--- config.mk ---
export PLATFORM = sky130hd
export DESIGN_NAME = ebm_master
export DESIGN_NICKNAME = d
export VERILOG_FILES = /design/src/ebm_pkg.sv /design/src/ebm_master.sv
export VERILOG_INCLUDE_DIRS = /design/src /design/src/src
export SDC_FILE = /design/constraint.sdc
export NUM_CORES = 1
export LEC_CHECK = 0
export ABC_CLOCK_PERIOD_IN_PS = 3600
export BUFFER_PORTS_ARGS = -buffer_cell sky130_fd_sc_hd__buf_2
export CORE_ASPECT_RATIO = 0.7
export CORE_MARGIN = 4
export CORE_UTILIZATION = 50
export DETAILED_ROUTE_END_ITERATION = 8
export PLACE_DENSITY = 0.72
export SYNTH_ARGS = -nofsm -noshare
export SYNTH_HDL_FRONTEND = slang
export SYNTH_SLANG_ARGS = --single-unit
--- constraint.sdc ---
create_clock -name CLK -period 3.6 [get_ports CLK]
set_input_delay 0.72 -clock CLK [delete_from_list [all_inputs] [get_ports CLK]]
set_output_delay 0.72 -clock CLK [all_outputs]
set_load 0.01 [all_outputs]
--- src/ebm_regs.svh ---
// register offsets, field positions, reset values and counter constants
// for the expansion-bus master; definitions only
`ifndef EBM_REGS_SVH
`define EBM_REGS_SVH
`define EBM_OFS_CFG      5'h00
`define EBM_OFS_ADR      5'h04
`define EBM_OFS_WDAT     5'h08
`define EBM_OFS_CMD      5'h0c
`define EBM_OFS_STAT     5'h10
`define EBM_OFS_RDAT     5'h14
`define EBM_CFG_STYLE    0
`define EBM_CFG_ADUR     2:1
`define EBM_CFG_DDUR     5:3
`define EBM_CFG_GAP      8:6
`define EBM_CFG_MUX      9
`define EBM_CFG_W        10
`define EBM_CFG_RST      10'h000
`define EBM_ADR_ADDR     17:0
`define EBM_ADR_BE       21:18
`define EBM_ADR_RST      22'h3c0000
`define EBM_CMD_GO       0
`define EBM_CMD_WRITE    1
`define EBM_ST_BUSY      0
`define EBM_ST_DONE      1
`define EBM_ST_ERR       2
`define EBM_ADDR_PAD     14'h0000
`define EBM_CNT_ZERO     3'h0
`define EBM_CNT_ONE      3'h1
`endif

--- src/ebm_pkg.sv ---
// types shared by the expansion-bus master and its bench
package ebm_pkg;
   // pins driven toward the expansion bus
   typedef struct packed {
      logic [31:0] ad;       // exp_addr_data out
      logic        ad_oe;    // address/data enable
      logic [3:0]  be_n;     // exp_byte_enable, low active
      logic        ctl_oe;   // enable of be, strobes, direction
      logic        astb_n;   // latch enable / addr_valid_strobe_n
      logic        rd_ds_n;  // read strobe / transfer_strobe_n
      logic        wr_dir;   // write strobe low / direction high=read
      logic        req;      // hold request high / bus_request_n low
      logic        gack_n;   // grant_acknowledge_n out
      logic        gack_oe;  // grant_acknowledge_n enable
      logic        clk;      // exp_bus_clock
   } ebm_pin_out_type;
   // pins sampled from the expansion bus
   typedef struct packed {
      logic [31:0] ad;       // exp_addr_data in
      logic        own_ack;  // own_acknowledge_hi
      logic        grant_n;  // bus_grant_n
      logic        gack_n;   // grant_acknowledge_n in
      logic        fast;     // fast_host_clock_in
   } ebm_pin_in_type;
   typedef enum logic [3:0] {
      ST_IDLE  = 4'b0000,
      ST_REQ   = 4'b0001,
      ST_PRE_A = 4'b0010,
      ST_ADDR  = 4'b0011,
      ST_PST_A = 4'b0100,
      ST_PRE_D = 4'b0101,
      ST_DATA  = 4'b0110,
      ST_PST_D = 4'b0111,
      ST_REL   = 4'b1000,
      ST_GAP   = 4'b1001
   } ebm_state_type;
endpackage

--- src/ebm_master.sv ---
// expansion-bus master: one byte-wide-peripheral access per command,
// both strobe styles, arbitration, timed phases and bus clock output
// assumes a host port on CLK; all bus pins are asynchronous to CLK
// Summary of operation
// - style field picks strobe pair or rd/wr
// - rd/wr style: latch enable low whole cycle
// - rd/wr style: read strobe pulses, high on writes
// - rd/wr style: write strobe pulses, high on reads
// - rd/wr style: hold request high to own bus
// - strobe pair: address strobe low whole cycle
// - strobe pair: data strobe pulses for both directions
// - direction high for reads, low for writes
// - strobe pair: bus request low to own bus
// - take grant ack when free, release after
// - float lines idle, drive after acknowledge
// - drop hold at end, float after acknowledge falls
// - grant low and ack free: take ack, drive
// - drop request early, release ack, then float
// - muxed: single byte transfers only
// - address held one plus duration bus clocks
// - data held one plus duration bus clocks
// - gap of one plus interval before next request
// - bus clock halved when fast host clock
`timescale 1ns/10ps
`include "ebm_regs.svh"
module ebm_master
   import ebm_pkg::*;
(
   input  wire logic            CLK,
   input  wire logic            RST_N,
   input  wire logic [4:0]      REG_ADDR,
   input  wire logic [31:0]     REG_WDATA,
   input  wire logic            REG_WR,
   input  wire logic            REG_RD,
   output logic [31:0]          REG_RDATA,
   input  wire ebm_pin_in_type  EXP_IN,
   output ebm_pin_out_type      EXP_OUT
);
   // true on a bus clock tick once the phase counter has reached the limit
   function automatic logic last_cnt(input logic t, input logic [2:0] c,
                                     input logic [2:0] lim);
      last_cnt = t && (c == lim);
   endfunction

   // at most one byte enabled (low active enables)
   function automatic logic one_byte(input logic [3:0] be_n);
      logic [3:0] be;
      be = ~be_n;
      one_byte = ((be & (be - 4'h1)) == 4'h0);
   endfunction

   // two-stage synchroniser for every bus pin
   ebm_pin_in_type in_m;     // first stage, read only by in_s
   ebm_pin_in_type in_s;     // synchronised pins

   always_ff @(posedge CLK) begin
      if (!RST_N) begin
         in_m <= '0;
         in_s <= '0;
      end else begin
         in_m <= EXP_IN;
         in_s <= in_m;
      end
   end

   // software registers
   logic [`EBM_CFG_W-1:0] cfg;         // configuration
   logic [21:0]           adr;         // address and byte enables
   logic [31:0]           wdat;        // write data
   logic [31:0]           rdat;        // captured read data
   logic                  go;          // command pending
   logic                  is_wr;       // pending command is a write
   logic                  done;        // sticky, read data ready
   logic                  err;         // sticky, refused command
   logic [31:0]           next_rdata;
   logic [`EBM_CFG_W-1:0] next_cfg;
   logic [21:0]           next_adr;
   logic [31:0]           next_wdat;
   logic                  next_go;
   logic                  next_is_wr;
   logic                  next_done;
   logic                  next_err;

   // fsm state
   ebm_state_type         st;          // bus sequencer state
   logic                  sty;         // latched style, 1 = strobe pair
   logic [2:0]            cnt;         // bus clock counter in a phase
   logic                  div;         // bus clock divider flop
   logic [1:0]            rd_pipe;     // strobe-low history for capture
   ebm_pin_out_type       pins;        // registered bus pins
   ebm_state_type         next_st;
   logic                  next_sty;
   logic [2:0]            next_cnt;
   logic                  next_div;
   logic [1:0]            next_rd_pipe;
   ebm_pin_out_type       next_pins;
   logic                  tick;        // last host cycle of a bus clock
   logic                  fin;         // access finished this cycle
   logic                  cmd_wr;      // software writes the command
   logic                  refuse;      // command breaks muxed limit

   assign cmd_wr = REG_WR && (REG_ADDR == `EBM_OFS_CMD)
                   && REG_WDATA[`EBM_CMD_GO];
   // muxed wiring gives each peripheral its own lane, one per access
   assign refuse = cfg[`EBM_CFG_MUX] && !one_byte(adr[`EBM_ADR_BE]);
   // fast host clock: one bus clock every two host cycles
   assign tick   = !in_s.fast || div;
   assign fin    = (st == ST_GAP) && last_cnt(tick, cnt, cfg[`EBM_CFG_GAP]);

   // register next values; a busy engine ignores new commands
   always_comb begin
      next_cfg   = cfg;
      next_adr   = adr;
      next_wdat  = wdat;
      next_go    = go;
      next_is_wr = is_wr;
      next_done  = done;
      next_err   = err;
      next_rdata = 32'h0;
      if (REG_WR) begin
         unique case (REG_ADDR)
            `EBM_OFS_CFG:  next_cfg  = REG_WDATA[`EBM_CFG_W-1:0];
            `EBM_OFS_ADR:  next_adr  = REG_WDATA[21:0];
            `EBM_OFS_WDAT: next_wdat = REG_WDATA;
            `EBM_OFS_STAT: begin
               // write one to clear; a same-cycle set below wins
               if (REG_WDATA[`EBM_ST_DONE]) next_done = 1'b0;
               if (REG_WDATA[`EBM_ST_ERR])  next_err  = 1'b0;
            end
            default: ;
         endcase
      end
      if (cmd_wr && !go) begin
         if (refuse) begin
            next_err = 1'b1;
         end else begin
            next_go    = 1'b1;
            next_is_wr = REG_WDATA[`EBM_CMD_WRITE];
            next_done  = 1'b0;
         end
      end
      if (fin) begin
         next_go   = 1'b0;
         next_done = !is_wr;
      end
      if (REG_RD) begin
         unique case (REG_ADDR)
            `EBM_OFS_CFG:  next_rdata = {22'h0, cfg};
            `EBM_OFS_ADR:  next_rdata = {10'h0, adr};
            `EBM_OFS_WDAT: next_rdata = wdat;
            `EBM_OFS_STAT: next_rdata = {29'h0, err, done, go};
            `EBM_OFS_RDAT: next_rdata = rdat;
            default:       next_rdata = 32'h0;     // unmapped reads zero
         endcase
      end
   end

   always_ff @(posedge CLK) begin
      if (!RST_N) begin
         cfg       <= `EBM_CFG_RST;
         adr       <= `EBM_ADR_RST;
         wdat      <= 32'h0;
         go        <= 1'b0;
         is_wr     <= 1'b0;
         done      <= 1'b0;
         err       <= 1'b0;
         REG_RDATA <= 32'h0;
      end else begin
         cfg       <= next_cfg;
         adr       <= next_adr;
         wdat      <= next_wdat;
         go        <= next_go;
         is_wr     <= next_is_wr;
         done      <= next_done;
         err       <= next_err;
         REG_RDATA <= next_rdata;
      end
   end

   // read data capture: synchroniser lags two cycles, so the value
   // latched is the last one seen while the strobe was low
   logic [31:0] next_rdat;
   always_comb begin
      next_rd_pipe = {rd_pipe[0], (st == ST_DATA) && !is_wr};
      next_rdat    = rdat;
      if (rd_pipe[1]) next_rdat = in_s.ad;
   end

   always_ff @(posedge CLK) begin
      if (!RST_N) begin
         rd_pipe <= 2'b00;
         rdat    <= 32'h0;
      end else begin
         rd_pipe <= next_rd_pipe;
         rdat    <= next_rdat;
      end
   end

   // bus sequencer: arbitration, address, data, release, gap
   always_comb begin
      next_st   = st;
      next_sty  = sty;
      next_cnt  = cnt;
      next_pins = pins;
      next_div  = in_s.fast ? !div : 1'b0;
      // full-rate mode cannot come from a flop, pin toggles each host cycle; in fast mode it shows the tick
      next_pins.clk = in_s.fast ? !div : !pins.clk;
      unique case (st)
         ST_IDLE: begin
            // everything floats, request inactive for current style
            next_pins.ad_oe   = 1'b0;
            next_pins.ctl_oe  = 1'b0;
            next_pins.gack_oe = 1'b0;
            next_pins.req     = cfg[`EBM_CFG_STYLE];
            if (go) begin
               next_sty      = cfg[`EBM_CFG_STYLE];
               next_pins.req = !cfg[`EBM_CFG_STYLE];
               next_st       = ST_REQ;
            end
         end
         ST_REQ: begin
            if (!sty) begin
               if (in_s.own_ack) next_st = ST_PRE_A;
            end else if (!in_s.grant_n && in_s.gack_n) begin
               next_pins.gack_n  = 1'b0;
               next_pins.gack_oe = 1'b1;
               next_st           = ST_PRE_A;
            end
         end
         ST_PRE_A: begin
            // drive address, byte enables and idle strobes
            next_pins.ad      = {`EBM_ADDR_PAD, adr[`EBM_ADR_ADDR]};
            next_pins.be_n    = adr[`EBM_ADR_BE];
            next_pins.ad_oe   = 1'b1;
            next_pins.ctl_oe  = 1'b1;
            next_pins.astb_n  = 1'b0;
            next_pins.rd_ds_n = 1'b1;
            next_pins.wr_dir  = sty ? !is_wr : 1'b1;
            if (sty) next_pins.req = 1'b1;
            next_cnt = `EBM_CNT_ZERO;
            next_st  = ST_ADDR;
         end
         ST_ADDR: begin
            if (last_cnt(tick, cnt, {1'b0, cfg[`EBM_CFG_ADUR]})) begin
               next_st = ST_PST_A;
            end else if (tick) begin
               next_cnt = cnt + `EBM_CNT_ONE;
            end
         end
         ST_PST_A: begin
            // turn the lines round: data for writes, float for reads
            next_pins.ad    = wdat;
            next_pins.ad_oe = is_wr;
            next_st         = ST_PRE_D;
         end
         ST_PRE_D: begin
            if (sty) next_pins.rd_ds_n = 1'b0;
            else if (is_wr) next_pins.wr_dir = 1'b0;
            else next_pins.rd_ds_n = 1'b0;
            next_cnt = `EBM_CNT_ZERO;
            next_st  = ST_DATA;
         end
         ST_DATA: begin
            if (last_cnt(tick, cnt, cfg[`EBM_CFG_DDUR])) begin
               next_pins.rd_ds_n = 1'b1;
               next_pins.wr_dir  = sty ? !is_wr : 1'b1;
               next_cnt          = `EBM_CNT_ZERO;
               next_st           = ST_PST_D;
            end else if (tick) begin
               next_cnt = cnt + `EBM_CNT_ONE;
            end
         end
         ST_PST_D: begin
            if (tick) begin
               next_pins.astb_n = 1'b1;
               if (sty) next_pins.gack_n = 1'b1;
               else next_pins.req = 1'b0;
               next_st = ST_REL;
            end
         end
         ST_REL: begin
            // rd/wr style waits for acknowledge to fall first
            if (sty || !in_s.own_ack) begin
               next_pins.ad_oe   = 1'b0;
               next_pins.ctl_oe  = 1'b0;
               next_pins.gack_oe = 1'b0;
               next_cnt          = `EBM_CNT_ZERO;
               next_st           = ST_GAP;
            end
         end
         ST_GAP: begin
            // guards against a stale grant being taken as a new one
            if (fin) next_st = ST_IDLE;
            else if (tick) next_cnt = cnt + `EBM_CNT_ONE;
         end
         default: next_st = ST_IDLE;
      endcase
   end

   always_ff @(posedge CLK) begin
      if (!RST_N) begin
         st           <= ST_IDLE;
         sty          <= 1'b0;
         cnt          <= `EBM_CNT_ZERO;
         div          <= 1'b0;
         pins         <= '0;
         pins.be_n    <= 4'hf;
         pins.astb_n  <= 1'b1;
         pins.rd_ds_n <= 1'b1;
         pins.wr_dir  <= 1'b1;
         pins.gack_n  <= 1'b1;
      end else begin
         st   <= next_st;
         sty  <= next_sty;
         cnt  <= next_cnt;
         div  <= next_div;
         pins <= next_pins;
      end
   end

   assign EXP_OUT = pins;
endmodule // ebm_master

Yosys cells after proc, flatten, opt, wreduce, memory -nomap -nowiden
Cells that the tools add are included.
- add/sub/neg operators: 2
- equality and inequality tests: 35
- multiplexer cells: 51
- bitwise operators: 4
- reductions and logical operators: 52
- operators by type and width (operator ; count):
    32-bit one-hot mux with 5 select lines ; 1
    32-bit one-hot mux with 2 select lines ; 1
    4-bit one-hot mux with 10 select lines ; 1
    4-bit two-way mux ; 9
    2-bit != test, second input constant ; 14
    1-bit two-way mux ; 22
    2-bit AND reduction ; 10
    4-bit by 3-bit == test with 1-bit output, second input constant ; 4
    4-bit AND reduction ; 4
    3-bit two-way mux ; 5
    3-bit one-hot mux with 5 select lines ; 1
    3-bit nonzero test ; 4
    5-bit by 4-bit == test with 1-bit output, second input constant ; 2
    5-bit == test, second input constant ; 2
    1-bit logical AND ; 10
    1-bit logical NOT ; 9
    3-bit != test, second input constant ; 3
    1-bit one-hot mux with 3 select lines ; 3
    4-bit by 2-bit == test with 1-bit output, second input constant ; 2
    4-bit == test, second input constant ; 2
    4-bit logical NOT ; 2
    2-bit two-way mux ; 4
    8-bit AND reduction ; 1
    3-bit == test ; 2
    20 further kinds ; 26
- bits in registers: 260
- input bits: 77
- output and inout port bits: 77
- word-level logic and storage cells: 179

Depth between registers and ports, before layout
- depth after elaboration: 9
- gate-level depth with buffers: 8
- mapped depth without buffers: 6

Least setup slack after synthesis
OpenSTA, ideal clock, no wires.
- path type: input to register
- from: in REG_ADDR[4]
- to: reg wdat[2]
- arrival time: 2.026 ns
- data required time: 3.530 ns
- slack: 1.503 ns
- stages: 7
- cells stage by stage: or4b_1 > nor2_4 > and2_1 > buf_2 > buf_4 > nand2_1 > a21oi_1
- word-level cells in the longest chain between the ends: 2
- ends and longest elaborated chain (item ; RTL line ; RTL):
    start, declared ; ebm_master.sv:31 ; input wire logic [4:0] REG_ADDR,
    5-bit by 4-bit == test with 1-bit output ; ebm_master.sv:121 ; unique case (REG_ADDR)
    2-bit AND reduction (no line) ; -- ;
    end signal, assigned ; ebm_master.sv:171 ; wdat <= next_wdat;
    end, declared ; ebm_master.sv:69 ; logic [31:0] wdat;
Every way passes these cells.
A chain may end at the register's enable or synchronous reset.

Worst setup path in the final report
- from: in REG_ADDR[1]
- to: reg REG_RDATA[5]
- word-level cells in the longest chain between the ends: 2
- elaborated cells on any way between the ends: 6
- classes of those cells: eq/ne: 4; mux: 1; reduce/logical: 1
- ends and longest elaborated chain (item ; RTL line ; RTL):
    5-bit == test, or another cell as far along ; ebm_master.sv:147 ; unique case (REG_ADDR)
    32-bit one-hot mux with 5 select lines (*) ; ebm_master.sv:147 ;
    end signal, assigned ; ebm_master.sv:176 ; REG_RDATA <= next_rdata;
    end, declared ; ebm_master.sv:35 ; output logic [31:0] REG_RDATA,
Mark *: on every way between the ends. The rest lies on a longest branch, timed or not.

==> impl_results.md <==
* Initial antenna violation count at 0
* Setup repair bufs after CTS at 0
* Clock Latency Late Sink at about 0.52 ns
* Netlist cell types at between 50 and 60
* CP Capture Type: flip-flop
* Commonest cells in the netlist: dfxtp_1, nand2_1, nor2_1
* Slew Viols, Final at 0
* Count leader, synth: dfxtp_1
* CTS sink cnt at 260
* Synth area leaders: dfxtp_1, nand2_1, and2_1
* CTS root buf: clkbuf_16
* Cts bufs inserted at 24
* Row cnt at 41
* Input/output buffers at around 150
* Length of routed met2 wiring at 9.77 mm
* Via-to-Cell Ratio at 5.48
* Outcome: completed
* Die height at around 120 um
* Max Used Layer: met4
* Placer Congestion at approximately 0.90
* CP Max Fanout at 20
* Max_cap viols at 0
* Hold Crit Class: in2reg
* Finished Layout Cells at approximately 1400
* Vias in the first global route at around 6900
* R2r setup slk at between 1 and 1.5 ns
* Detailed-placement wirelength estimate at about 16 mm
* DP Cell Count at 1343
* DR WL met3 at between 2 and 3 mm
* Skew final at 0.0182 ns
* Mapped cell area at 0.00929 sq mm
* Arrival time of the worst setup path at 2.94 ns
* Measured slew at the worst slew-check pin at ~1.1 ns
* Clock Path Buffers at 3
* Worst EP required at slightly above 4 ns
* Total routed wirelength at about 24 mm
* Net count after synthesis at about 1100
* Post-synth top flop: dfxtp_1
* Sequential share of the synthesized area at 0.560
* Core Region at between 0.015 and 0.02 sq mm
* Peak supply drop at ~0.43 mV
* Syn_area_per_cell at slightly above 9 sq um
* Post-cts hold buffer count at 0
* Number of DRC markers in iteration 0 at ~1100
* Crit start category: primary input
* Cell taking the most area after synthesis: dfxtp_1
* Wl on met1 at around 11 mm
* TNS Setup at 0 ns
* GR Overflow Total at 0
* Synth top area share at 0.560
* Pleak at roughly 0.0043 uW
* Final min period at roughly 2.5 ns
* Hold WS at between 0.4 and 0.5 ns
* Total GRT Usage at 0.223
* Final setup fails at 0
* Area of the multi-input gates at 0.00375 sq mm
* # IOs at between 150 and 200
* Initial Utilization at 0.513
* Sequential Area at 0.00521 sq mm
* First-pass GRT wire length at around 37 mm
* Post-synth EDFFs at 0
* Nets at around 1200
* PwrDens at between 500 and 600 mW/mm^2
* Largest net degree at the start of global routing at 90
* RSZ-0062 raised after global routing: no
* DRT antenna net count at 0
* Synthesis Warnings at 0
* #FFs+latches synth at 260
* Reg clk slew, reported paths at 0.06 ns
* Die width at approximately 170 um
* Die area at 0.0209 sq mm
* Layout overhead on the synthesized area at 17.9%
* Critical path class: in2reg
* H-tree depth at 1
* Drt wl/cell at between 15 and 20 um
* Total number of vias at 7596
* Post-Synthesis Cells at approximately 1000
* Async set-reset flop share out of synthesis at 0
* Worst-path cell chain: buf_2 > nor3_1 > and3_1 > a22oi_1 > a21oi_1
* CTS tree: yes
* TritonRoute pass-1 iters at 8
* Residual DRC at 0
* Max_slew headroom at 0.294
* Filler Cells Inserted at 1576
* Post-CTS sizing at 0
* Slowest cell delay on critical path at slightly below 0.9 ns
* Fmax at 399 MHz
* Critical path's slowest cell: and3_1
* Fin crit share at 0.696
* Number of inserted diodes at 0
* Share of cells above drive strength 1 at 0.195
* Final Hold Viols at 0
worst max-delay path, delay by kind of cell:
family / cells / cell delay (ns)
and+or+nand+nor: 2 / 1.55
AOI/OAI and AO/OA: 2 / 0.54
buffers and inverters: 1 / 0.11
per-stage QoR:
| stage | util | area [sq um] | total power, uW | worst slack, ns |
|---|---|---|---|---|
| CTS | 0.605 | 11000 | 6190 | 1.17 |
| global placement | 0.561 | 10200 | 3680 | 0.691 |
| global route | 0.605 | 11000 | 6390 | 0.863 |
| detailed placement | 0.561 | 10200 | 3690 | 0.683 |
| floorplan | - | 9290 | 3480 | 1.50 |
| finish | 0.605 | 11000 | 6150 | 1.09 |
layout make-up:
class                   instances  share of cell area
flip-flops and latches        260               0.475
multi-input cells             672               0.342
repair buffers                170              0.0815
clock buffers                  32              0.0612
well taps                     236              0.0270
clock inverters                10              0.0107
inverters                       5             0.00194
placed cells by master, fill, tap and decap left out, types with 2 or more instances in the layout:
master     instances
a21oi_1           83
a222oi_1          15
a22oi_1           39
a311oi_1          19
and2_1            76
buf_2            153
buf_4             17
bufinv_16          2
clkbuf_1           4
clkbuf_16         24
clkbuf_8           4
clkinv_2           5
dfxtp_1          259
inv_1              4
mux2i_1           36
nand2_1          178
nand2b_1           6
nand3_1           29
nand4_1            2
nand4b_1           2
nor2_1           111
nor2b_1            6
nor3_1             6
nor3_2             4
nor4b_1            2
o21a_1             2
o21ai_0            6
o21ai_1            5
o22ai_1            2
or3_1              4
or4b_1             2
xnor2_1            5
xor2_1             5
state kept, by name, indices dropped and copies added (netlist names):
name / flops
rd_pipe: 2
in_s: 36
is_wr: 1
err: 1
div: 1
cnt: 3
adr: 22
st: 4
done: 1
in_m: 36
go: 1
sty: 1
REG_RDATA: 32
EXP_OUT: 45
wdat: 32
rdat: 32
cfg: 10
power by group:
group	switching (uW)	internal, uW
Clock	1060	1460
Combinational	378	204
Sequential	80.8	2970
layer usage:
| metal | GRT usage | vias up |
|---|---|---|
| li1 | - | 3692 |
| met1 | 0.345 | 3488 |
| met2 | 0.322 | 374 |
| met3 | 0.0435 | 42 |
| met4 | 0.0460 | 0 |
| met5 | 0 | - |
cells by family after synthesis:
logic type	after synthesis	share of synthesized area
DFF	260	0.560
adders and majority gates	2	0.00242
xor gates and xnor gates	10	0.00942
and+or+nand+nor	439	0.220
muxes	37	0.0400
AOI/OAI and AO/OA	184	0.132
buffers and inverters	79	0.0363
final timing paths:
kind	startpoint	endpoint	depth (start not counted)
setup / recovery	REG_ADDR[1]	REG_RDATA[5]	5
hold / removal	EXP_IN[30]	in_m[30]	2
setup reg to reg	st[3]	cnt[1]	6
hold reg to reg	in_m[26]	in_s[26]	1
Power figures use the tool's default switching activity.
